File: config.mk
export PLATFORM = sky130hd
export DESIGN_NAME = cis_sequencer
export DESIGN_NICKNAME = d
export VERILOG_FILES = /design/src/cis_pkg.sv /design/src/cis_sequencer.sv
export SDC_FILE = /design/constraint.sdc
export NUM_CORES = 1
export LEC_CHECK = 0
export ABC_AREA = 0
export BUFFER_PORTS_ARGS = -buffer_cell sky130_fd_sc_hd__buf_2
export CAP_MARGIN = 20
export CORE_UTILIZATION = 55
export CTS_CLUSTER_DIAMETER = 200
export DETAILED_ROUTE_END_ITERATION = 8
export PLACE_DENSITY = 0.86
export SLEW_MARGIN = 10
export SYNTH_ARGS = -nofsm -noshare
export SYNTH_HDL_FRONTEND = slang
export SYNTH_SLANG_ARGS = --single-unit
File: constraint.sdc
create_clock -name mclk_in -period 6.1 [get_ports mclk_in]
set_input_delay 1.22 -clock mclk_in [delete_from_list [all_inputs] [get_ports mclk_in]]
set_output_delay 1.22 -clock mclk_in [all_outputs]
set_load 0.03 [all_outputs]
File: src/cis_pkg.sv
package cis_pkg;
	localparam int CIS_CLK_HZ = 40000000;
	localparam int CIS_EXT_N = 2;
	localparam int CIS_PERI_N = 6;
	localparam int CIS_SRC_N = CIS_EXT_N + CIS_PERI_N;
	localparam int CIS_NAND_W = 8;
	localparam logic [15:0] CIS_VEC_RESET = 16'hfffe;
	localparam logic [15:0] CIS_VEC_TRAP = 16'hfffc;
	localparam logic [15:0] CIS_VEC_BASE = 16'hfffa;
	localparam logic [15:0] CIS_VEC_STEP = 16'h0002;
	localparam logic [2:0] CIS_VEC_FETCH_CYC = 3'h2;
	localparam logic [2:0] CIS_PUSH_BYTES = 3'h5;
	localparam logic [7:0] CIS_CCR_RESET = 8'he8;
	localparam int CIS_CCR_I = 3;
	localparam logic [CIS_SRC_N-1:0] CIS_HALT_WAKE = 8'h03;
	localparam logic [7:0] CIS_SP_RESET = 8'h7f;
	localparam logic [7:0] CIS_SP_STACK_MSB = 8'h01;
	localparam logic [1:0] CIS_SENS_FALL_LOW = 2'h0;
	localparam logic [1:0] CIS_SENS_RISE = 2'h1;
	localparam logic [1:0] CIS_SENS_FALL = 2'h2;
	localparam logic [1:0] CIS_SENS_BOTH = 2'h3;
	localparam logic [11:0] CIS_APB_CCR = 12'h000;
	localparam logic [11:0] CIS_APB_MISC = 12'h004;
	localparam logic [11:0] CIS_APB_PEN = 12'h008;
	localparam logic [11:0] CIS_APB_PFLAG = 12'h00c;
	localparam logic [11:0] CIS_APB_PINEN = 12'h010;
	localparam logic [11:0] CIS_APB_STAT = 12'h014;
	localparam logic [11:0] CIS_APB_SP = 12'h018;
	typedef enum logic [2:0] {
		CIS_RUN, CIS_PUSH, CIS_VEC, CIS_POP, CIS_WAIT, CIS_HALT
	} cis_state_t;
endpackage

File: src/cis_sequencer.sv
// The APB register port and the register addresses were decided locally.
`timescale 1ns/1ps
// How it works
// - maskable sources plus one software trap
// - maskable serviced only with mask clear
// - reset leaves interrupt mask set
// - entry waits for instruction end
// - push pc, x, a, ccr; not y
// - entry sets interrupt mask
// - load vector of selected source
// - return pops context, mask cleared
// - routine not preempted while mask set
// - lowest source index wins priority
// - any source ends wait
// - only capable sources end halt
// - trap ignores mask, same entry
// - external vector needs event and clear mask
// - misc register selects pin sensitivity
// - edge latch cleared on routine entry
// - shared-vector pins combined by nand
// - any low enabled pin masks request
// - peripheral needs mask clear and enable
// - unmet condition keeps flag pending
// - clear sequence drops pending latch
// - reset vector top word, two-cycle fetch
// - halt entry clears interrupt mask
// - wait entry clears interrupt mask
// - cleared mask in routine lets pending in
module cis_sequencer
	import cis_pkg::*;
(
	input wire logic mclk_in,
	input wire logic rst_in,
	input wire logic ce_in,
	input wire logic psel_in,
	input wire logic penable_in,
	input wire logic pwrite_in,
	input wire logic [11:0] paddr_in,
	input wire logic [31:0] pwdata_in,
	output logic [31:0] prdata_out,
	output logic pready_out,
	output logic pslverr_out,
	input wire logic [CIS_NAND_W-1:0] pin_a_in,
	input wire logic [CIS_NAND_W-1:0] pin_b_in,
	input wire logic [CIS_PERI_N-1:0] peri_event_in,
	input wire logic [CIS_PERI_N-1:0] peri_assoc_in,
	input wire logic instr_end_in,
	input wire logic trap_in,
	input wire logic return_from_interrupt_instruction_in,
	input wire logic wfi_in,
	input wire logic halt_in,
	input wire logic [15:0] pc_in,
	input wire logic [7:0] x_in,
	input wire logic [7:0] a_in,
	input wire logic [7:0] ccr_flags_in,
	input wire logic [7:0] stack_rdata_in,
	output logic stack_we_out,
	output logic stack_re_out,
	output logic [15:0] stack_addr_out,
	output logic [7:0] stack_wdata_out,
	output logic pc_load_out,
	output logic [15:0] pc_value_out,
	output logic [7:0] x_restore_out,
	output logic [7:0] a_restore_out,
	output logic ctx_restore_out,
	output logic vec_fetch_out,
	output logic cpu_stall_out,
	output logic in_wait_out,
	output logic in_halt_out,
	output logic [7:0] ccr_out
);
	////////////////////////////////////////////////////////////////////////
	cis_state_t state_reg;
	logic [7:0] ccr_reg;
	logic [7:0] sp_reg;
	logic [2:0] cnt_reg;
	logic [1:0] misc_reg;
	logic [3:0] sens_reg;
	logic [CIS_PERI_N-1:0] pen_reg, pflag_reg, armed_reg;
	logic [2*CIS_NAND_W-1:0] pinen_reg;
	logic [CIS_EXT_N-1:0] ext_pend_reg, ext_prev_reg;
	logic [CIS_EXT_N-1:0] s1_reg, s2_reg, s3_reg, ext_lvl_reg;
	logic [2:0] sel_reg;
	logic is_trap_reg, boot_reg;
	logic [7:0] ctx_x_reg, ctx_a_reg;
	logic [15:0] ctx_pc_reg;
	logic [CIS_EXT_N-1:0] nand_src, ext_req, ext_edge, ext_ev;
	logic [CIS_SRC_N-1:0] req, wake;
	logic [2:0] sel;
	logic any_req;
	logic wr_acc, rd_acc;
	logic mask;
	assign mask = ccr_reg[CIS_CCR_I];

	////////////////////////////////////////////////////////////////////////
	// shared-vector pins: a low on any enabled pin forces the nand high; with no pin
	// enabled the source sits high, so no low-level request follows reset
	always_comb begin
		nand_src[0] = ~&(pin_a_in | ~pinen_reg[CIS_NAND_W-1:0]);
		nand_src[1] = ~&(pin_b_in | ~pinen_reg[2*CIS_NAND_W-1:CIS_NAND_W]);
		if (pinen_reg[CIS_NAND_W-1:0] == '0)
			nand_src[0] = 1'b1;
		if (pinen_reg[2*CIS_NAND_W-1:CIS_NAND_W] == '0)
			nand_src[1] = 1'b1;
	end

	// pins are asynchronous: three stages, a change counts when 2nd and 3rd agree
	always_ff @(posedge mclk_in or posedge rst_in) begin
		if (rst_in) begin
			s1_reg <= '1;
			s2_reg <= '1;
			s3_reg <= '1;
			ext_lvl_reg <= '1;
			ext_prev_reg <= '1;
		end else if (ce_in) begin
			s1_reg <= nand_src;
			s2_reg <= s1_reg;
			s3_reg <= s2_reg;
			for (int i = 0; i < CIS_EXT_N; i++) begin
				if (s2_reg[i] == s3_reg[i])
					ext_lvl_reg[i] <= s3_reg[i];
			end
			ext_prev_reg <= ext_lvl_reg;
		end
	end

	// sensitivity: per source two bits in the misc register
	always_comb begin
		for (int i = 0; i < CIS_EXT_N; i++) begin
			unique case (sens_reg[2*i +: 2])
				CIS_SENS_FALL_LOW: ext_edge[i] = 1'b0;
				CIS_SENS_RISE: ext_edge[i] = ext_lvl_reg[i] & ~ext_prev_reg[i];
				CIS_SENS_FALL: ext_edge[i] = ~ext_lvl_reg[i] & ext_prev_reg[i];
				CIS_SENS_BOTH: ext_edge[i] = ext_lvl_reg[i] ^ ext_prev_reg[i];
			endcase
			// falling edge and low level: the level keeps requesting
			ext_ev[i] = (sens_reg[2*i +: 2] == CIS_SENS_FALL_LOW) ? ~ext_lvl_reg[i] : 1'b0;
			ext_req[i] = ext_pend_reg[i] | ext_ev[i];
		end
	end

	// edge latch; entry of its own routine clears it, a new edge wins
	always_ff @(posedge mclk_in or posedge rst_in) begin
		if (rst_in) begin
			ext_pend_reg <= '0;
		end else if (ce_in) begin
			for (int i = 0; i < CIS_EXT_N; i++) begin
				if (ext_edge[i])
					ext_pend_reg[i] <= 1'b1;
				else if (state_reg == CIS_VEC && cnt_reg == CIS_VEC_FETCH_CYC && !is_trap_reg
						&& sel_reg == 3'(i))
					ext_pend_reg[i] <= 1'b0;
			end
		end
	end

	////////////////////////////////////////////////////////////////////////
	// peripheral flags: latched regardless of mask or enable
	always_ff @(posedge mclk_in or posedge rst_in) begin
		if (rst_in) begin
			pflag_reg <= '0;
			armed_reg <= '0;
		end else if (ce_in) begin
			for (int i = 0; i < CIS_PERI_N; i++) begin
				if (peri_event_in[i]) begin
					pflag_reg[i] <= 1'b1;
					armed_reg[i] <= 1'b0;
				end else if (wr_acc && paddr_in == CIS_APB_PFLAG && !pwdata_in[i]) begin
					pflag_reg[i] <= 1'b0;
					armed_reg[i] <= 1'b0;
				end else if (armed_reg[i] && peri_assoc_in[i]) begin
					pflag_reg[i] <= 1'b0;
					armed_reg[i] <= 1'b0;
				end else if (rd_acc && paddr_in == CIS_APB_PFLAG && pflag_reg[i]) begin
					armed_reg[i] <= 1'b1;
				end
			end
		end
	end

	////////////////////////////////////////////////////////////////////////
	// requests and fixed priority: lower index is higher priority
	always_comb begin
		req = {pflag_reg & pen_reg, ext_req};
		wake = req & CIS_HALT_WAKE;
		any_req = |req;
		sel = 3'h0;
		for (int i = CIS_SRC_N - 1; i >= 0; i--) begin
			if (req[i])
				sel = 3'(i);
		end
	end

	////////////////////////////////////////////////////////////////////////
	// sequencer
	always_ff @(posedge mclk_in or posedge rst_in) begin
		if (rst_in) begin
			state_reg <= CIS_VEC;
			cnt_reg <= CIS_VEC_FETCH_CYC;
			boot_reg <= 1'b1;
			is_trap_reg <= 1'b0;
			sel_reg <= '0;
			ctx_pc_reg <= '0;
			ctx_x_reg <= '0;
			ctx_a_reg <= '0;
		end else if (ce_in) begin
			unique case (state_reg)
				CIS_RUN: begin
					if (instr_end_in) begin
						if (trap_in) begin
							state_reg <= CIS_PUSH;
							is_trap_reg <= 1'b1;
							cnt_reg <= CIS_PUSH_BYTES;
						end else if (return_from_interrupt_instruction_in) begin
							state_reg <= CIS_POP;
							cnt_reg <= CIS_PUSH_BYTES;
						end else if (any_req && !mask) begin
							state_reg <= CIS_PUSH;
							is_trap_reg <= 1'b0;
							sel_reg <= sel;
							cnt_reg <= CIS_PUSH_BYTES;
						end else if (wfi_in) begin
							state_reg <= CIS_WAIT;
						end else if (halt_in) begin
							state_reg <= CIS_HALT;
						end
						ctx_pc_reg <= pc_in;
						ctx_x_reg <= x_in;
						ctx_a_reg <= a_in;
					end
				end
				CIS_PUSH: begin
					cnt_reg <= cnt_reg - 3'h1;
					if (cnt_reg == 3'h1) begin
						state_reg <= CIS_VEC;
						cnt_reg <= CIS_VEC_FETCH_CYC;
					end
				end
				CIS_VEC: begin
					cnt_reg <= cnt_reg - 3'h1;
					if (cnt_reg == 3'h1) begin
						state_reg <= CIS_RUN;
						boot_reg <= 1'b0;
					end
				end
				CIS_POP: begin
					cnt_reg <= cnt_reg - 3'h1;
					unique case (cnt_reg)
						3'h4: ctx_a_reg <= stack_rdata_in;
						3'h3: ctx_x_reg <= stack_rdata_in;
						3'h2: ctx_pc_reg[15:8] <= stack_rdata_in;
						3'h1: ctx_pc_reg[7:0] <= stack_rdata_in;
						default: ;
					endcase
					if (cnt_reg == 3'h1)
						state_reg <= CIS_RUN;
				end
				CIS_WAIT: if (any_req) begin
					state_reg <= CIS_PUSH;
					is_trap_reg <= 1'b0;
					sel_reg <= sel;
					cnt_reg <= CIS_PUSH_BYTES;
				end
				CIS_HALT: if (|wake) begin
					state_reg <= CIS_PUSH;
					is_trap_reg <= 1'b0;
					sel_reg <= sel;
					cnt_reg <= CIS_PUSH_BYTES;
				end
				default: state_reg <= CIS_RUN;
			endcase
		end
	end

	// condition code register; mask bit owned by hardware and software
	always_ff @(posedge mclk_in or posedge rst_in) begin
		if (rst_in) begin
			ccr_reg <= CIS_CCR_RESET;
		end else if (ce_in) begin
			if (state_reg == CIS_PUSH && cnt_reg == 3'h1)
				ccr_reg[CIS_CCR_I] <= 1'b1;
			else if (state_reg == CIS_POP && cnt_reg == CIS_PUSH_BYTES) begin
				ccr_reg <= stack_rdata_in;
				ccr_reg[CIS_CCR_I] <= 1'b0;
			end else if (state_reg == CIS_RUN && instr_end_in && !trap_in && !return_from_interrupt_instruction_in
					&& !(any_req && !mask) && (wfi_in || halt_in))
				ccr_reg[CIS_CCR_I] <= 1'b0;
			else if (wr_acc && paddr_in == CIS_APB_CCR)
				ccr_reg <= pwdata_in[7:0];
			else if (state_reg == CIS_RUN && instr_end_in)
				ccr_reg <= {ccr_reg[7:4], ccr_reg[CIS_CCR_I], ccr_flags_in[2:0]};
		end
	end

	// stack pointer: 128-byte page 0x00..0x7f, wraps in the low seven bits
	always_ff @(posedge mclk_in or posedge rst_in) begin
		if (rst_in) begin
			sp_reg <= CIS_SP_RESET;
		end else if (ce_in) begin
			if (state_reg == CIS_PUSH)
				sp_reg <= {1'b0, sp_reg[6:0] - 7'h1};
			else if (state_reg == CIS_POP)
				sp_reg <= {1'b0, sp_reg[6:0] + 7'h1};
		end
	end

	// stack port: pushes pcl, pch, x, a, ccr; y is never saved
	always_comb begin
		stack_we_out = (state_reg == CIS_PUSH);
		stack_re_out = (state_reg == CIS_POP);
		stack_addr_out = (state_reg == CIS_POP) ?
			{CIS_SP_STACK_MSB, 1'b0, sp_reg[6:0] + 7'h1} : {CIS_SP_STACK_MSB, sp_reg};
		unique case (cnt_reg)
			3'h5: stack_wdata_out = ctx_pc_reg[7:0];
			3'h4: stack_wdata_out = ctx_pc_reg[15:8];
			3'h3: stack_wdata_out = ctx_x_reg;
			3'h2: stack_wdata_out = ctx_a_reg;
			default: stack_wdata_out = ccr_reg;
		endcase
	end

	// vector selection
	always_comb begin
		if (boot_reg)
			pc_value_out = CIS_VEC_RESET;
		else if (is_trap_reg)
			pc_value_out = CIS_VEC_TRAP;
		else
			pc_value_out = CIS_VEC_BASE - CIS_VEC_STEP * {13'h0, sel_reg};
		// low byte straight from the stack, so the pc is whole on the last pop cycle
		if (state_reg == CIS_POP)
			pc_value_out = {ctx_pc_reg[15:8], stack_rdata_in};
	end

	assign vec_fetch_out = (state_reg == CIS_VEC);
	assign pc_load_out = (state_reg == CIS_VEC && cnt_reg == 3'h1);
	assign ctx_restore_out = (state_reg == CIS_POP && cnt_reg == 3'h1);
	assign x_restore_out = ctx_x_reg;
	assign a_restore_out = ctx_a_reg;
	assign cpu_stall_out = (state_reg != CIS_RUN);
	assign in_wait_out = (state_reg == CIS_WAIT);
	assign in_halt_out = (state_reg == CIS_HALT);
	assign ccr_out = ccr_reg;

	////////////////////////////////////////////////////////////////////////
	// apb slave, zero wait states
	assign wr_acc = ce_in && psel_in && penable_in && pwrite_in;
	assign rd_acc = ce_in && psel_in && penable_in && !pwrite_in;
	assign pready_out = 1'b1;

	always_comb begin
		pslverr_out = 1'b0;
		prdata_out = '0;
		unique case (paddr_in)
			CIS_APB_CCR: prdata_out = {24'h0, ccr_reg};
			CIS_APB_MISC: prdata_out = {24'h0, misc_reg, 2'h0, sens_reg};
			CIS_APB_PEN: prdata_out = {26'h0, pen_reg};
			CIS_APB_PFLAG: prdata_out = {26'h0, pflag_reg};
			CIS_APB_PINEN: prdata_out = {16'h0, pinen_reg};
			CIS_APB_STAT: prdata_out = {24'h0, 1'b0, sel_reg, ext_pend_reg, 1'b0, 1'(state_reg != CIS_RUN)};
			CIS_APB_SP: prdata_out = {24'h0, sp_reg};
			default: pslverr_out = psel_in && penable_in;
		endcase
	end

	always_ff @(posedge mclk_in or posedge rst_in) begin
		if (rst_in) begin
			sens_reg <= '0;
			misc_reg <= '0;
			pen_reg <= '0;
			pinen_reg <= '0;
		end else if (wr_acc) begin
			if (paddr_in == CIS_APB_MISC) begin
				sens_reg <= pwdata_in[3:0];
				misc_reg <= pwdata_in[7:6];
			end
			if (paddr_in == CIS_APB_PEN)
				pen_reg <= pwdata_in[CIS_PERI_N-1:0];
			if (paddr_in == CIS_APB_PINEN)
				pinen_reg <= pwdata_in[2*CIS_NAND_W-1:0];
		end
	end

	////////////////////////////////////////////////////////////////////////
	mask_set_a: assert property (@(posedge mclk_in) disable iff (rst_in)
		ce_in && state_reg == CIS_PUSH && cnt_reg == 3'h1 |=> mask)
		else $error("mask not set on entry");
	push_len_a: assert property (@(posedge mclk_in) disable iff (rst_in)
		ce_in && $rose(stack_we_out) |-> stack_we_out[*5])
		else $error("push not five bytes");
	vec_len_a: assert property (@(posedge mclk_in) disable iff (rst_in)
		ce_in && $rose(vec_fetch_out) |-> vec_fetch_out[*2])
		else $error("vector fetch not two cycles");
	masked_hold_a: assert property (@(posedge mclk_in) disable iff (rst_in)
		state_reg == CIS_RUN && mask && !trap_in |=> state_reg != CIS_PUSH)
		else $error("maskable taken while masked");
	trap_take_a: assert property (@(posedge mclk_in) disable iff (rst_in)
		ce_in && state_reg == CIS_RUN && instr_end_in && trap_in |=> state_reg == CIS_PUSH)
		else $error("trap not taken");
	return_from_interrupt_instruction_mask_a: assert property (@(posedge mclk_in) disable iff (rst_in)
		ce_in && state_reg == CIS_POP && cnt_reg == CIS_PUSH_BYTES |=> !mask)
		else $error("mask not cleared by return");
	halt_wake_a: assert property (@(posedge mclk_in) disable iff (rst_in)
		state_reg == CIS_HALT && wake == '0 |=> state_reg == CIS_HALT)
		else $error("halt left without capable source");
	wait_wake_a: assert property (@(posedge mclk_in) disable iff (rst_in)
		ce_in && state_reg == CIS_WAIT && any_req |=> state_reg == CIS_PUSH)
		else $error("wait not woken");
	wait_mask_a: assert property (@(posedge mclk_in) disable iff (rst_in)
		ce_in && $rose(in_wait_out) |-> !mask)
		else $error("mask set in wait");
endmodule

==> metrics.md <==
| Metric | Value |
|---|---|
| Status | finished, final reports clean |
| Simple-gate share of the synthesized area | 18.7% |
| Largest fanout on the critical path | 6 |
| Setup TNS | 0 ns |
| PwrDens | 419 nW/um^2 |
| H-tree Lvls | 3 |
| Worst hold path type | reg -> reg |
| Layout Cells excl Fill | 1094 |
| CP top delay family | simple AND/OR/NAND/NOR gates |
| Sw frac | 46.4% |
| # port buffers | 189 |
| Clock sink count | 110 |
| CP Buf/Inv Count | 2 |
| Most used cell, CP | buf_2 |
| Post-layout util | 67.1% |
| R2R Path End | ccr_out[4] |
| Global-route wire length before repair | 32.0 mm |
| Tcrit/Tclk final | 74.7% |
| Layout cell share with drive strength beyond 1 | 33.6% |
| Worst EP arrival | 3.34 ns |
| Setup violators final | 0 |
| RSZ-0062 raised after global routing | no |
| Asr flop ratio synth | 100% |
| Synth warn | 0 |
| DR vias | 6730 |
| Longest Clk Path Bufs | 2 |
| CTS Root Buffer Type | clkbuf_16 |
| Drt drc | 0 |
| Worst vdd ir | 330 uV |
| Hold_sp | s1_reg[1] |
| Crit-path cells | buf_2, nor4_2, and3_2, nand2_4, nor3b_1, a222oi_1, nand2_1, buf_2 |
| Tmin final | 4.56 ns |
| Grt met3 use | 7.70% |
| Worst skew pair latency | 0.36 ns |
| Die Ht | 115 um |
| Slew @ Worst Pin | 0.911 ns |
| Hold buffers post-CTS | 0 |
| Final Hold Violating Endpoints | 0 |
| CP peak stage delay | 0.71 ns |
| Clock transition at path regs | 0.07 ns |
| Core Footprint | 12200 um^2 |
| Mapped Cells | 769 |
| Cell variety after synth | 75 |
| Number of synthesized register bits | 110 |
| 1st-iter DRT viols | 771 |
| Clock group share of total power | 19.5% |
| Gp weighted congestion | 0.919 |
| Most frequent cells in the layout | buf_2 (189), dfrtp_1 (86), a21oi_1 (82), nor2_1 (73), nand2_1 (60) |
| N_diodes | 0 |
| WHS Endpoint | s1_reg[1] |
| CTS tree | done |
| Required time of the critical path | 4.88 ns |
| Register area share after synthesis | 39.7% |
| GRT busiest layer | met2 |
| Largest net degree at the start of global routing | 77 |
| Pleak | 3.90 nW |
| F_max | 0.219 GHz |
| Post-Synth XOR/XNOR Area | 1.63% |
| WL/cell | 18.9 um |
| Final net count | 1064 |
| Number of global-route vias before repair | 6081 |
| Crit start category | input port |
| ANT nets after route | 0 |
| Pre-antenna DRT Iters | 7 |
| CTS resizes | 0 |
| Initial Util | 57.4% |
| Number of max-cap violations | 0 |
| Worst hold path cell count | 2 |
| Mean Syn Cell Area | 9.11 um^2 |
| Post-synthesis cell area | 7000 um^2 |
| Met1 GRT Util | 43.6% |
| Placed Instances | 1078 |
| Adder-Cell Fraction of Synth Area | 2.14% |
| Max transition margin | 39.3% |
| DRT Wirelength | 20.6 mm |
| Top-level port count | 237 |
| Post-synth EDFFs | 0 |
| GR Util met2 | 48.9% |
| Critical path class | in -> out |
| Final slew viol count | 0 |
| Post-CTS Setup Repair Bufs | 0 |
| Die Area | 13200 um^2 |
| Grt ovf | 0 |
| Final HPWL DP | 15.3 mm |
| Mux cell area share after synthesis | 9.07% |
| Die Wd | 115 um |
| Reg2reg setup slack | 3.17 ns |
| R2r worst-path depth | 6 |
| Commonest non-fill, non-tap cell in the layout | buf_2 |
| Seq pwr share | 35.5% |
| Fin Clk Skew | 0.0112 ns |
| Via/cell ratio | 6.15 |
| Combinational Power Share | 44.9% |
| Area grow syn2layout | 17.0% |
| CTS Buf Count | 9 |
| Cell internal pwr | 1.84 mW |
| Largest family of logic cells by synthesized area | compound AO/OA/AOI/OAI gates |
| Slowest cell on crit path | nor3b_1 |
| Worst setup EP type | output port |
| Initial antenna violation count | 0 |
| Worst r2r src | state_reg[1] |
| Sw Pwr | 1.59 mW |
| Compound-Gate Fraction of Synth Area | 20.7% |
| FP Rows | 40 |
| Synth Flop Type | dfrtp_1 |
| Total Routing Usage GR | 31.9% |
[worst max-delay path by stage]
stage / from / end / slack (ns) / cells after the start
after floorplan: rst_in / a_restore_out[0] / 2.02 / 1
after global placement: paddr_in[1] / prdata_out[0] / 1.63 / 8
after detailed placement: paddr_in[1] / prdata_out[0] / 1.65 / 8
after CTS: paddr_in[1] / prdata_out[2] / 1.61 / 8
after global routing: paddr_in[1] / prdata_out[0] / 1.45 / 8
final: paddr_in[1] / prdata_out[2] / 1.54 / 8
[layer usage]
layer / share of wire (%) / vias to the layer above
met1: 41 / 3235
met4: 3.3 / 0
li1: - / 3029
met3: 9.2 / 53
met2: 47 / 413
met5: 0 / -
[cell usage after synthesis (6+ instances only)]
cell type	n	share of area, %
or2_2	7	0.63
xnor2_1	7	0.88
buf_4	28	3.0
o21ai_0	27	1.9
nand2_1	60	3.2
nor4_1	10	0.89
and3_1	15	1.3
ha_1	12	2.1
a22oi_1	8	0.86
nor3_1	10	0.71
a211oi_1	7	0.75
nand3_1	13	0.93
mux2i_1	8	1.1
and2_1	12	1.1
xor2_1	6	0.75
inv_1	32	1.7
nor2_1	73	3.9
nand2b_1	14	1.3
a22o_1	11	1.4
dfrtp_1	86	31
dfstp_2	24	9.0
nand4_1	6	0.54
a221o_1	14	2.0
buf_2	10	0.71
o211ai_1	9	0.96
a221oi_1	13	1.6
nor2b_1	6	0.54
mux2_2	43	6.9
a21oi_1	82	5.9
o31ai_1	8	0.86
clkbuf_1	30	1.6
[cells by family after synthesis]
group	Yosys count
muxes	56
and+or+nand+nor	253
other	2
buffers and inverters	109
xor gates and xnor gates	13
adders and majority gates	12
AOI/OAI and AO/OA	214
DFF	110
[final cells by class]
class                           count  area [um^2]
Fill cell                        1023         4020
Multi-Input combinational cell    574         3760
Sequential cell                   110         2780
Timing Repair Buffer              193          976
Clock buffer                       12          267
Tap cell                          168          210
Inverter                           33          126
Clock inverter                      4         76.3
[stage by stage]
stage / area, um^2 / hold WS (ns) / worst slack (ns) / total power, mW
3_5_place_dp: 7850 / 0.491 / 1.65 / 2.73
5_1_grt: 8200 / 0.513 / 1.45 / 3.59
6_report: 8200 / 0.503 / 1.54 / 3.43
2_1_floorplan: 7090 / 0.469 / 2.02 / 2.27
3_3_place_gp: 7850 / 0.484 / 1.63 / 2.71
4_1_cts: 8200 / 0.503 / 1.61 / 3.41
[worst register-to-register path: stages (launching register included)]
cell     delay [ns]
dfstp_2        0.86
nand2_2        0.36
inv_2          0.47
and3_1         0.40
nor2_2         0.09
nor2_2         0.27
mux2_2         0.37
[power by group through the flow]
stage / registers, mW / clock network [mW] / logic, mW
after floorplan: 1.18 / 0 / 1.10
after global placement: 1.22 / 0 / 1.49
after detailed placement: 1.22 / 0 / 1.51
after CTS: 1.21 / 0.675 / 1.53
after global routing: 1.24 / 0.701 / 1.65
final: 1.22 / 0.671 / 1.54
Note: power is estimated with default switching activity, not from simulation.
